$ cat config.mk
export PLATFORM = sky130hd
export DESIGN_NAME = tpp_timer
export DESIGN_NICKNAME = d
export VERILOG_FILES = /design/src/hdl/tpp_pkg.sv /design/src/hdl/tpp_timer.sv
export VERILOG_INCLUDE_DIRS = /design/src /design/src/hdl
export SDC_FILE = /design/constraint.sdc
export NUM_CORES = 1
export LEC_CHECK = 0
export ABC_AREA = 1
export BUFFER_PORTS_ARGS = -buffer_cell sky130_fd_sc_hd__buf_4
export CAP_MARGIN = 5
export CORE_MARGIN = 2
export CORE_UTILIZATION = 35
export DETAILED_ROUTE_END_ITERATION = 8
export HOLD_SLACK_MARGIN = 0.08
export PLACE_DENSITY = 0.63
export RECOVER_POWER = 100
export SYNTH_ARGS = -nofsm -noshare
export SYNTH_HDL_FRONTEND = slang
export SYNTH_SLANG_ARGS = --single-unit
$ cat constraint.sdc
create_clock -name aclk -period 5.1 [get_ports aclk]
set_input_delay 1.02 -clock aclk [delete_from_list [all_inputs] [get_ports aclk]]
set_output_delay 1.02 -clock aclk [all_outputs]
set_load 0.02 [all_outputs]
$ cat src/hdl/tpp_params.svh
`ifndef TPP_PARAMS_SVH
`define TPP_PARAMS_SVH
// Function
// [RL1] periodic mode output has exactly fifty percent duty
// [RL2] periodic frequency is source / (2 x (bound+1) x prescale x (scaler+1))
// [RL3] scale bits 6:5 pick prescale 1, 4, 16 or 64
// [RL4] scale bits 4:0 divide the prescaled clock by value plus one
// [RL5] bound register holds the count limit: period or duty
// [RL6] control bits 7:4 pick the clock source
// [RL7] control bit 1 set, scale bit 7 clear: 8-bit pwm
// [RL8] 8-bit pwm frequency is source / (256 x prescale x (scaler+1))
// [RL9] 8-bit pwm high for bound+1 of 256 ticks
// [RL10] control bit 1 set, scale bit 7 set: 6-bit pwm
// [RL11] 6-bit pwm frequency is source / (64 x prescale x (scaler+1))
// [RL12] 6-bit pwm high for bound+1 of 64 ticks
// [RL13] source 0001, select 10, mode set: system clock, first pin, pwm
// [RL14] counter counts up only and wraps to zero at the bound
// [RL15] count register writes load the counter, reads return it
// [RL16] control bits 3:2 route the wave to one of three pins
// [RL17] periodic wave toggles on each wrap; wrap raises an interrupt

// ------------------------------------------------------------------
// register map (byte addresses)
// ------------------------------------------------------------------
`define TPP_OFF_CTRL  6'h00
`define TPP_OFF_BOUND 6'h04
`define TPP_OFF_SCALE 6'h08
`define TPP_OFF_COUNT 6'h0C
`define TPP_OFF_STAT  6'h10
`define TPP_OFF_MASK  6'h14

// ------------------------------------------------------------------
// fields, codes and constants
// ------------------------------------------------------------------
`define TPP_CTRL_SRC  7:4
`define TPP_CTRL_SEL  3:2
`define TPP_CTRL_PWM  1
`define TPP_SCALE_RES 7
`define TPP_SCALE_PRE 6:5
`define TPP_SCALE_DIV 4:0
`define TPP_SRC_OFF   4'h0
`define TPP_SRC_SYS   4'h1
`define TPP_SRC_EXT0  4'h2
`define TPP_SRC_EXTN  4'h8
`define TPP_PRE_M1    6'h00
`define TPP_PRE_M4    6'h03
`define TPP_PRE_M16   6'h0F
`define TPP_PRE_M64   6'h3F
`define TPP_SEL_PIN0  2'h2
`define TPP_SEL_PIN1  2'h3
`define TPP_SEL_PIN2  2'h1
`define TPP_TOP8      8'hFF
`define TPP_TOP6      8'h3F
`define TPP_RESP_OK   2'h0
`define TPP_RESP_ERR  2'h2
`define TPP_ZERO8     8'h00
`endif

$ cat src/hdl/tpp_pkg.sv
package tpp_pkg;

    // ------------------------------------------------------------------
    // operating modes
    // ------------------------------------------------------------------
    typedef enum logic [1:0] {
        TPP_PERIOD,
        TPP_PWM8,
        TPP_PWM6
    } tpp_mode_e;

    // ------------------------------------------------------------------
    // whole state of the timer block
    // ------------------------------------------------------------------
    typedef struct packed {
        logic [7:0] ctrl;
        logic [7:0] bound;
        logic [7:0] scale;
        logic [7:0] count;
        logic       status;
        logic       mask;
        logic [7:0] src_prev;
        logic [5:0] pre_cnt;
        logic [4:0] scl_cnt;
        logic       wave;
        logic [2:0] pins;
        logic       irq;
        logic       awready;
        logic       wready;
        logic       aw_got;
        logic       w_got;
        logic [5:0] aw_addr;
        logic [7:0] w_data;
        logic       w_lane0;
        logic       bvalid;
        logic [1:0] bresp;
        logic       arready;
        logic       rvalid;
        logic [7:0] rdata;
        logic [1:0] rresp;
    } tpp_state_s;

endpackage

$ cat src/hdl/tpp_timer.sv
// The implementer's own choices: the register offsets and the AXI4-Lite slave port.
`timescale 1ns/1ps
`include "tpp_params.svh"

module tpp_timer (
    input  wire logic        aclk,
    input  wire logic        aresetn,
    input  wire logic        ce,
    input  wire logic [7:0]  src_in,
    input  wire logic [31:0] s_axi_awaddr,
    input  wire logic        s_axi_awvalid,
    output logic             s_axi_awready,
    input  wire logic [31:0] s_axi_wdata,
    input  wire logic [3:0]  s_axi_wstrb,
    input  wire logic        s_axi_wvalid,
    output logic             s_axi_wready,
    output logic [1:0]       s_axi_bresp,
    output logic             s_axi_bvalid,
    input  wire logic        s_axi_bready,
    input  wire logic [31:0] s_axi_araddr,
    input  wire logic        s_axi_arvalid,
    output logic             s_axi_arready,
    output logic [31:0]      s_axi_rdata,
    output logic [1:0]       s_axi_rresp,
    output logic             s_axi_rvalid,
    input  wire logic        s_axi_rready,
    output logic [2:0]       timer_pin,
    output logic             irq
);

    // ------------------------------------------------------------------
    // state and working signals
    // ------------------------------------------------------------------
    tpp_pkg::tpp_state_s st;
    tpp_pkg::tpp_state_s next_st;
    tpp_pkg::tpp_mode_e  mode;
    logic                aw_take;
    logic                w_take;
    logic                ar_take;
    logic                load;
    logic                src_tick;
    logic                pre_hit;
    logic                tick;
    logic                wrap;
    logic [5:0]          pre_mask;
    logic [7:0]          top;
    logic [3:0]          ext_idx;
    logic [7:0]          src_edge;

    // ------------------------------------------------------------------
    // next-state logic
    // ------------------------------------------------------------------
    always_comb begin
        next_st  = st;
        aw_take  = s_axi_awvalid & st.awready;
        w_take   = s_axi_wvalid & st.wready;
        ar_take  = s_axi_arvalid & st.arready;
        load     = 1'b0;
        src_tick = 1'b0;
        pre_hit  = 1'b0;
        tick     = 1'b0;
        wrap     = 1'b0;
        pre_mask = `TPP_PRE_M1;
        top      = `TPP_TOP8;
        ext_idx  = 4'h0;
        mode     = tpp_pkg::TPP_PERIOD;
        src_edge = src_in & ~st.src_prev;

        // address and data may arrive in either order
        if (aw_take) begin
            next_st.aw_got  = 1'b1;
            next_st.aw_addr = s_axi_awaddr[5:0];
        end
        if (w_take) begin
            next_st.w_got   = 1'b1;
            next_st.w_data  = s_axi_wdata[7:0];
            next_st.w_lane0 = s_axi_wstrb[0];
        end
        if (st.bvalid && s_axi_bready) begin
            next_st.bvalid = 1'b0;
        end

        // register write once both halves are held
        if (next_st.aw_got && next_st.w_got && !next_st.bvalid) begin
            next_st.aw_got = 1'b0;
            next_st.w_got  = 1'b0;
            next_st.bvalid = 1'b1;
            next_st.bresp  = `TPP_RESP_OK;
            case (next_st.aw_addr)
                `TPP_OFF_CTRL: begin
                    if (next_st.w_lane0) next_st.ctrl = next_st.w_data;
                end
                `TPP_OFF_BOUND: begin
                    if (next_st.w_lane0) next_st.bound = next_st.w_data; // [RL5]
                end
                `TPP_OFF_SCALE: begin
                    if (next_st.w_lane0) next_st.scale = next_st.w_data;
                end
                `TPP_OFF_COUNT: begin
                    load = next_st.w_lane0; // [RL15]
                end
                `TPP_OFF_STAT: begin
                    // write one to clear; a same-cycle wrap sets it again below
                    if (next_st.w_lane0 && next_st.w_data[0]) next_st.status = 1'b0;
                end
                `TPP_OFF_MASK: begin
                    if (next_st.w_lane0) next_st.mask = next_st.w_data[0];
                end
                default: begin
                    next_st.bresp = `TPP_RESP_ERR;
                end
            endcase
        end

        // register read, answered one cycle after the address is taken
        if (st.rvalid && s_axi_rready) begin
            next_st.rvalid = 1'b0;
        end
        if (ar_take) begin
            next_st.rvalid = 1'b1;
            next_st.rresp  = `TPP_RESP_OK;
            case (s_axi_araddr[5:0])
                `TPP_OFF_CTRL:  next_st.rdata = st.ctrl;
                `TPP_OFF_BOUND: next_st.rdata = st.bound;
                `TPP_OFF_SCALE: next_st.rdata = st.scale;
                `TPP_OFF_COUNT: next_st.rdata = st.count; // [RL15]
                `TPP_OFF_STAT:  next_st.rdata = {7'h00, st.status};
                `TPP_OFF_MASK:  next_st.rdata = {7'h00, st.mask};
                default: begin
                    next_st.rdata = `TPP_ZERO8;
                    next_st.rresp = `TPP_RESP_ERR;
                end
            endcase
        end

        // mode decode from control and scale
        if (!next_st.ctrl[`TPP_CTRL_PWM]) begin
            mode = tpp_pkg::TPP_PERIOD;
        end else if (next_st.scale[`TPP_SCALE_RES]) begin
            mode = tpp_pkg::TPP_PWM6; // [RL10]
        end else begin
            mode = tpp_pkg::TPP_PWM8; // [RL7]
        end

        // clock source select; external sources count rising edges
        next_st.src_prev = src_in;
        ext_idx = next_st.ctrl[`TPP_CTRL_SRC] - `TPP_SRC_EXT0;
        case (next_st.ctrl[`TPP_CTRL_SRC]) // [RL6]
            `TPP_SRC_OFF: src_tick = 1'b0;
            `TPP_SRC_SYS: src_tick = 1'b1; // [RL13]
            default: begin
                if (ext_idx < `TPP_SRC_EXTN) src_tick = src_edge[ext_idx[2:0]];
            end
        endcase

        // prescaler: free-running count, hit when low bits all ones
        case (next_st.scale[`TPP_SCALE_PRE]) // [RL3]
            2'h0:    pre_mask = `TPP_PRE_M1;
            2'h1:    pre_mask = `TPP_PRE_M4;
            2'h2:    pre_mask = `TPP_PRE_M16;
            default: pre_mask = `TPP_PRE_M64;
        endcase
        if (src_tick) begin
            next_st.pre_cnt = st.pre_cnt + 6'h01;
            pre_hit = ((st.pre_cnt & pre_mask) == pre_mask);
        end

        // scaler: >= so a lowered divider never waits a whole wrap
        if (pre_hit) begin
            tick = (st.scl_cnt >= next_st.scale[`TPP_SCALE_DIV]); // [RL4]
            next_st.scl_cnt = tick ? 5'h00 : st.scl_cnt + 5'h01;
        end

        // counter limit depends on mode
        case (mode)
            tpp_pkg::TPP_PERIOD: top = next_st.bound; // [RL2] [RL5]
            tpp_pkg::TPP_PWM8:   top = `TPP_TOP8;     // [RL8]
            tpp_pkg::TPP_PWM6:   top = `TPP_TOP6;     // [RL11]
            default:             top = `TPP_TOP8;
        endcase

        // up counter; a software load beats the tick
        wrap = tick && !load && (st.count >= top);
        if (load) begin
            next_st.count = next_st.w_data;
        end else if (tick) begin
            next_st.count = wrap ? `TPP_ZERO8 : st.count + 8'h01; // [RL14]
        end

        // waveform
        if (mode == tpp_pkg::TPP_PERIOD) begin
            if (wrap) next_st.wave = ~st.wave; // [RL1] [RL17]
        end else begin
            next_st.wave = (next_st.count <= next_st.bound); // [RL9] [RL12]
        end

        // sticky interrupt, set wins over clear
        if (wrap) next_st.status = 1'b1; // [RL17]

        // pin routing
        next_st.pins = 3'h0;
        case (next_st.ctrl[`TPP_CTRL_SEL]) // [RL16]
            `TPP_SEL_PIN0: next_st.pins[0] = next_st.wave; // [RL13]
            `TPP_SEL_PIN1: next_st.pins[1] = next_st.wave;
            `TPP_SEL_PIN2: next_st.pins[2] = next_st.wave;
            default:       next_st.pins = 3'h0;
        endcase

        next_st.irq     = next_st.status & next_st.mask;
        next_st.awready = !next_st.aw_got && !next_st.bvalid;
        next_st.wready  = !next_st.w_got && !next_st.bvalid;
        next_st.arready = !next_st.rvalid;
    end

    // ------------------------------------------------------------------
    // state register; ce low freezes everything, bus included
    // ------------------------------------------------------------------
    always_ff @(posedge aclk) begin
        if (!aresetn) begin
            st <= '0;
        end else if (ce) begin
            st <= next_st;
        end
    end

    // outputs straight from the state register
    assign s_axi_awready = st.awready;
    assign s_axi_wready  = st.wready;
    assign s_axi_bvalid  = st.bvalid;
    assign s_axi_bresp   = st.bresp;
    assign s_axi_arready = st.arready;
    assign s_axi_rvalid  = st.rvalid;
    assign s_axi_rresp   = st.rresp;
    assign s_axi_rdata   = {24'h000000, st.rdata};
    assign timer_pin     = st.pins;
    assign irq           = st.irq;

    logic pwm8_now;
    logic pwm6_now;
    logic period_now;
    assign pwm8_now   = st.ctrl[`TPP_CTRL_PWM] && !st.scale[`TPP_SCALE_RES];
    assign pwm6_now   = st.ctrl[`TPP_CTRL_PWM] && st.scale[`TPP_SCALE_RES];
    assign period_now = !st.ctrl[`TPP_CTRL_PWM];
endmodule

==> flow_metrics.py <==
metrics = {
    "pwr": {
        "ir_worst_vdd_mv": 0.174,
        "p_per_area_mw_per_mm2": 273,
        "p_leak_uw": 0.00323,
        "finalPower_uw": 1900,
    },
    "placement": {
        "routabilityCongestion": 0.858,
        "place.detailed.hpwl_mm": 11.3,
        "port_buffers": 55,
        "dp.cells": 1155,
    },
    "drt": {
        "via_per_inst": 4.66,
        "vias": 5458,
        "drtPass1Iterations": 6,
        "wirelength_mm": 15.1,
        "route.detailed.drc": 0,
        "ant_nets": 0,
        "drt_iter0_drc": 376,
        "routedWlPerCell_um": 12.9,
    },
    "final_layout": {
        "syn_to_final_growth_pct": 20.1,
        "stdcell_count": 1172,
        "fin_util": 0.425,
        "largest_reg_flops": 71,
        "drive_above_1_share": 0.176,
        "fillCellCount": 1725,
        "diodes": 0,
        "largest-register": "st",
        "layout.nets": 1088,
    },
    "die": {
        "die_area_mm2": 0.0176,
        "core_area_mm2": 0.0163,
        "rows": 47,
        "fp.dieW_um": 133,
        "io_pins": 161,
        "start_util": 0.354,
        "fp.dieH_um": 133,
    },
    "cts": {
        "cts_buffers": 9,
        "clock-sinks": 90,
        "cts-htree-levels": 3,
        "root_buffer": "clkbuf_16",
        "clk_pin_slew_ns": 0.07,
        "cts_tree": "yes",
        "hold_buffers": 0,
        "clkLatencyLatePin_ns": 0.35,
        "cts_buffer_depth": 2,
    },
    "synth": {
        "synth_cell_type_count": 50,
        "synthFlopType": "dfxtp_1",
        "synth_warnings": 0,
        "synth.area.top_cells": "dfxtp_1 31%, nand2_1 9.6%, inv_1 8.9%, a21oi_1 7.7%, o21ai_0 7.0%",
        "synth_commonest_cells": "148 x nand2_1, 138 x inv_1, 90 x dfxtp_1",
        "yosysMostFrequentCell": "nand2_1",
        "synthArstFlopShare": 0,
        "synth_edf_count": 0,
        "synth_top_area_frac": 0.311,
        "ys_ff_latch": 90,
        "syn_area_mm2": 0.00579,
        "synth_cells": 856,
        "ys_seq_area_frac": 0.311,
        "synth_top_area_cell": "dfxtp_1",
        "syn_avg_cell_area_um2": 6.76,
    },
    "worst_setup_path": {
        "cp.required_ns": 5.33,
        "crit_path_end_kind": "flip-flop",
        "critPathLaunchType": "primary input",
        "crit_fanout": 6,
        "crit_type": "primary input to flip-flop",
        "crit_arrival_ns": 5.09,
    },
    "timing": {
        "hold_viol": 0,
        "finalClockSkew_ns": 0.00793,
        "finalCritPeriodShare": 0.953,
        "fin_crit_ns": 4.86,
        "setup_viol": 0,
        "drv_slew": 52,
        "fmax_ghz": 0.206,
        "slew_headroom": -0.490,
        "worst_pin_slew_ns": 2.24,
        "holdWs_ns": 0.453,
    },
    "global_routing": {
        "grt_pass1_wl_mm": 24.9,
        "grt.met2_usage": 0.284,
        "first_global_vias": 5040,
        "grtUsageMet1": 0.237,
        "grt_overflow": 0,
        "globalRoute.busiestLayer": "met2",
        "grt_max_degree": 52,
        "antenna_found_initial": 0,
        "grt_util_met3": 0.0287,
        "grtUsageTotal": 0.177,
    },
    "status": {
        "status": "finished with violations",
        "failed_checks": "max-capacitance violations, max-slew violations",
    },
    "min_path": {
        "hp-class": "flip-flop to flip-flop",
    },
    "flow_run": {
        "drv_cap": 1,
    },
}
final cells by class:
| class | instances | area, um2 | area share |
|---|---|---|---|
| multi-input combinational | 578 | 3160 | 0.455 |
| sequential | 90 | 1800 | 0.259 |
| timing repair buffer | 120 | 826 | 0.119 |
| inverter | 148 | 557 | 0.0801 |
| tap | 220 | 275 | 0.0396 |
| clock buffer | 12 | 256 | 0.0369 |
| clock inverter | 4 | 73.8 | 0.0106 |
worst max-delay path, cell delays in order:
cell and delay [ns]:
buf_4 0.10, nand2_4 0.06, buf_4 0.16, o21ai_0 0.41, nor2_1 0.12, inv_1 0.17, buf_4 0.14, o22ai_1 0.08
or2_2 0.29, ha_1 0.27, nand4_1 0.10, nor3_1 0.14, a211o_1 0.13, nand2_1 0.06, inv_1 0.11, nand3_2 0.17
nand2_1 0.10, o21bai_1 0.13, inv_1 0.10, ha_1 0.32, nand2_1 0.06, o21ai_1 0.14, a21oi_1 0.08, o211ai_1 0.27
o311ai_4 0.19, nand4_1 0.12, a21oi_1 0.07
metal layers:
layer  vias to the layer above  wire, um
li1                       2915         -
met1                      2401      7290
met2                       119      6740
met3                        23       669
met4                         0       363
met5                         -         0
kinds of logic after synthesis:
group / count (synthesis) / synth area share
compound gates: 227 / 0.220
other cells: 1 / 0.000648
buf+inv: 213 / 0.168
simple gates: 297 / 0.242
flops: 90 / 0.311
fa+ha+maj: 25 / 0.0540
xor+xnor: 3 / 0.00454
report_power, final:
part / internal [uW] / switching [uW]
clock: 457 / 292
combinational: 154 / 239
sequential: 735 / 23.6
worst paths after layout:
kind                                    from                         to  slack [ns]  depth (start not counted)
setup reg to reg  s_axi_awready$_SDFFE_PN0P_  timer_pin[0]$_SDFFE_PN0P_        0.55                         29
setup / recovery                s_axi_wvalid  timer_pin[0]$_SDFFE_PN0P_        0.24                         27
hold / removal           st[16]$_SDFFE_PN0P_        st[16]$_SDFFE_PN0P_        0.45                          2
hold reg to reg          st[16]$_SDFFE_PN0P_        st[16]$_SDFFE_PN0P_        0.45                          2
per-stage QoR:
stage,instance area [um2],setup TNS [ns],setup slack (ns)
floorplan,5880,0,0.230
global placement,6640,-1.07,-0.310
detailed placement,6640,-1.01,-0.283
CTS,6970,0,0.0745
global route,6950,-0.00310,-0.00310
finish,6950,0,0.240
timing repair:
| action | CTS | global route |
|---|---|---|
| setup buffers | 0 | 1 |
| resized for setup | 0 | 18 |
| endpoints found under the setup margin | 0 | 4 |
layout by cell type (no fill, tap or decap), types with 3 or more instances in the layout:
cell         n
o21ai_0     78
nor3_1       7
nand3_4      3
nand2_1    148
nor4_1       3
clkbuf_16    9
o21ai_2      3
o22ai_1     12
o211ai_1     7
dfxtp_1     90
a21oi_1     88
o221ai_1     4
o21a_1       3
nand3_2      5
inv_2        6
o21ai_1      6
ha_1        25
nand3b_1     3
conb_1      26
nand3_1     37
a22oi_1      7
nand2_2     13
xor2_1       3
nand2_4      3
nor2_4       6
inv_1      139
buf_4      100
nor2_1      57
clkbuf_1    21
nand4_1      7
o22ai_2      3
a21oi_2      3
Power figures use the tool's default switching activity.
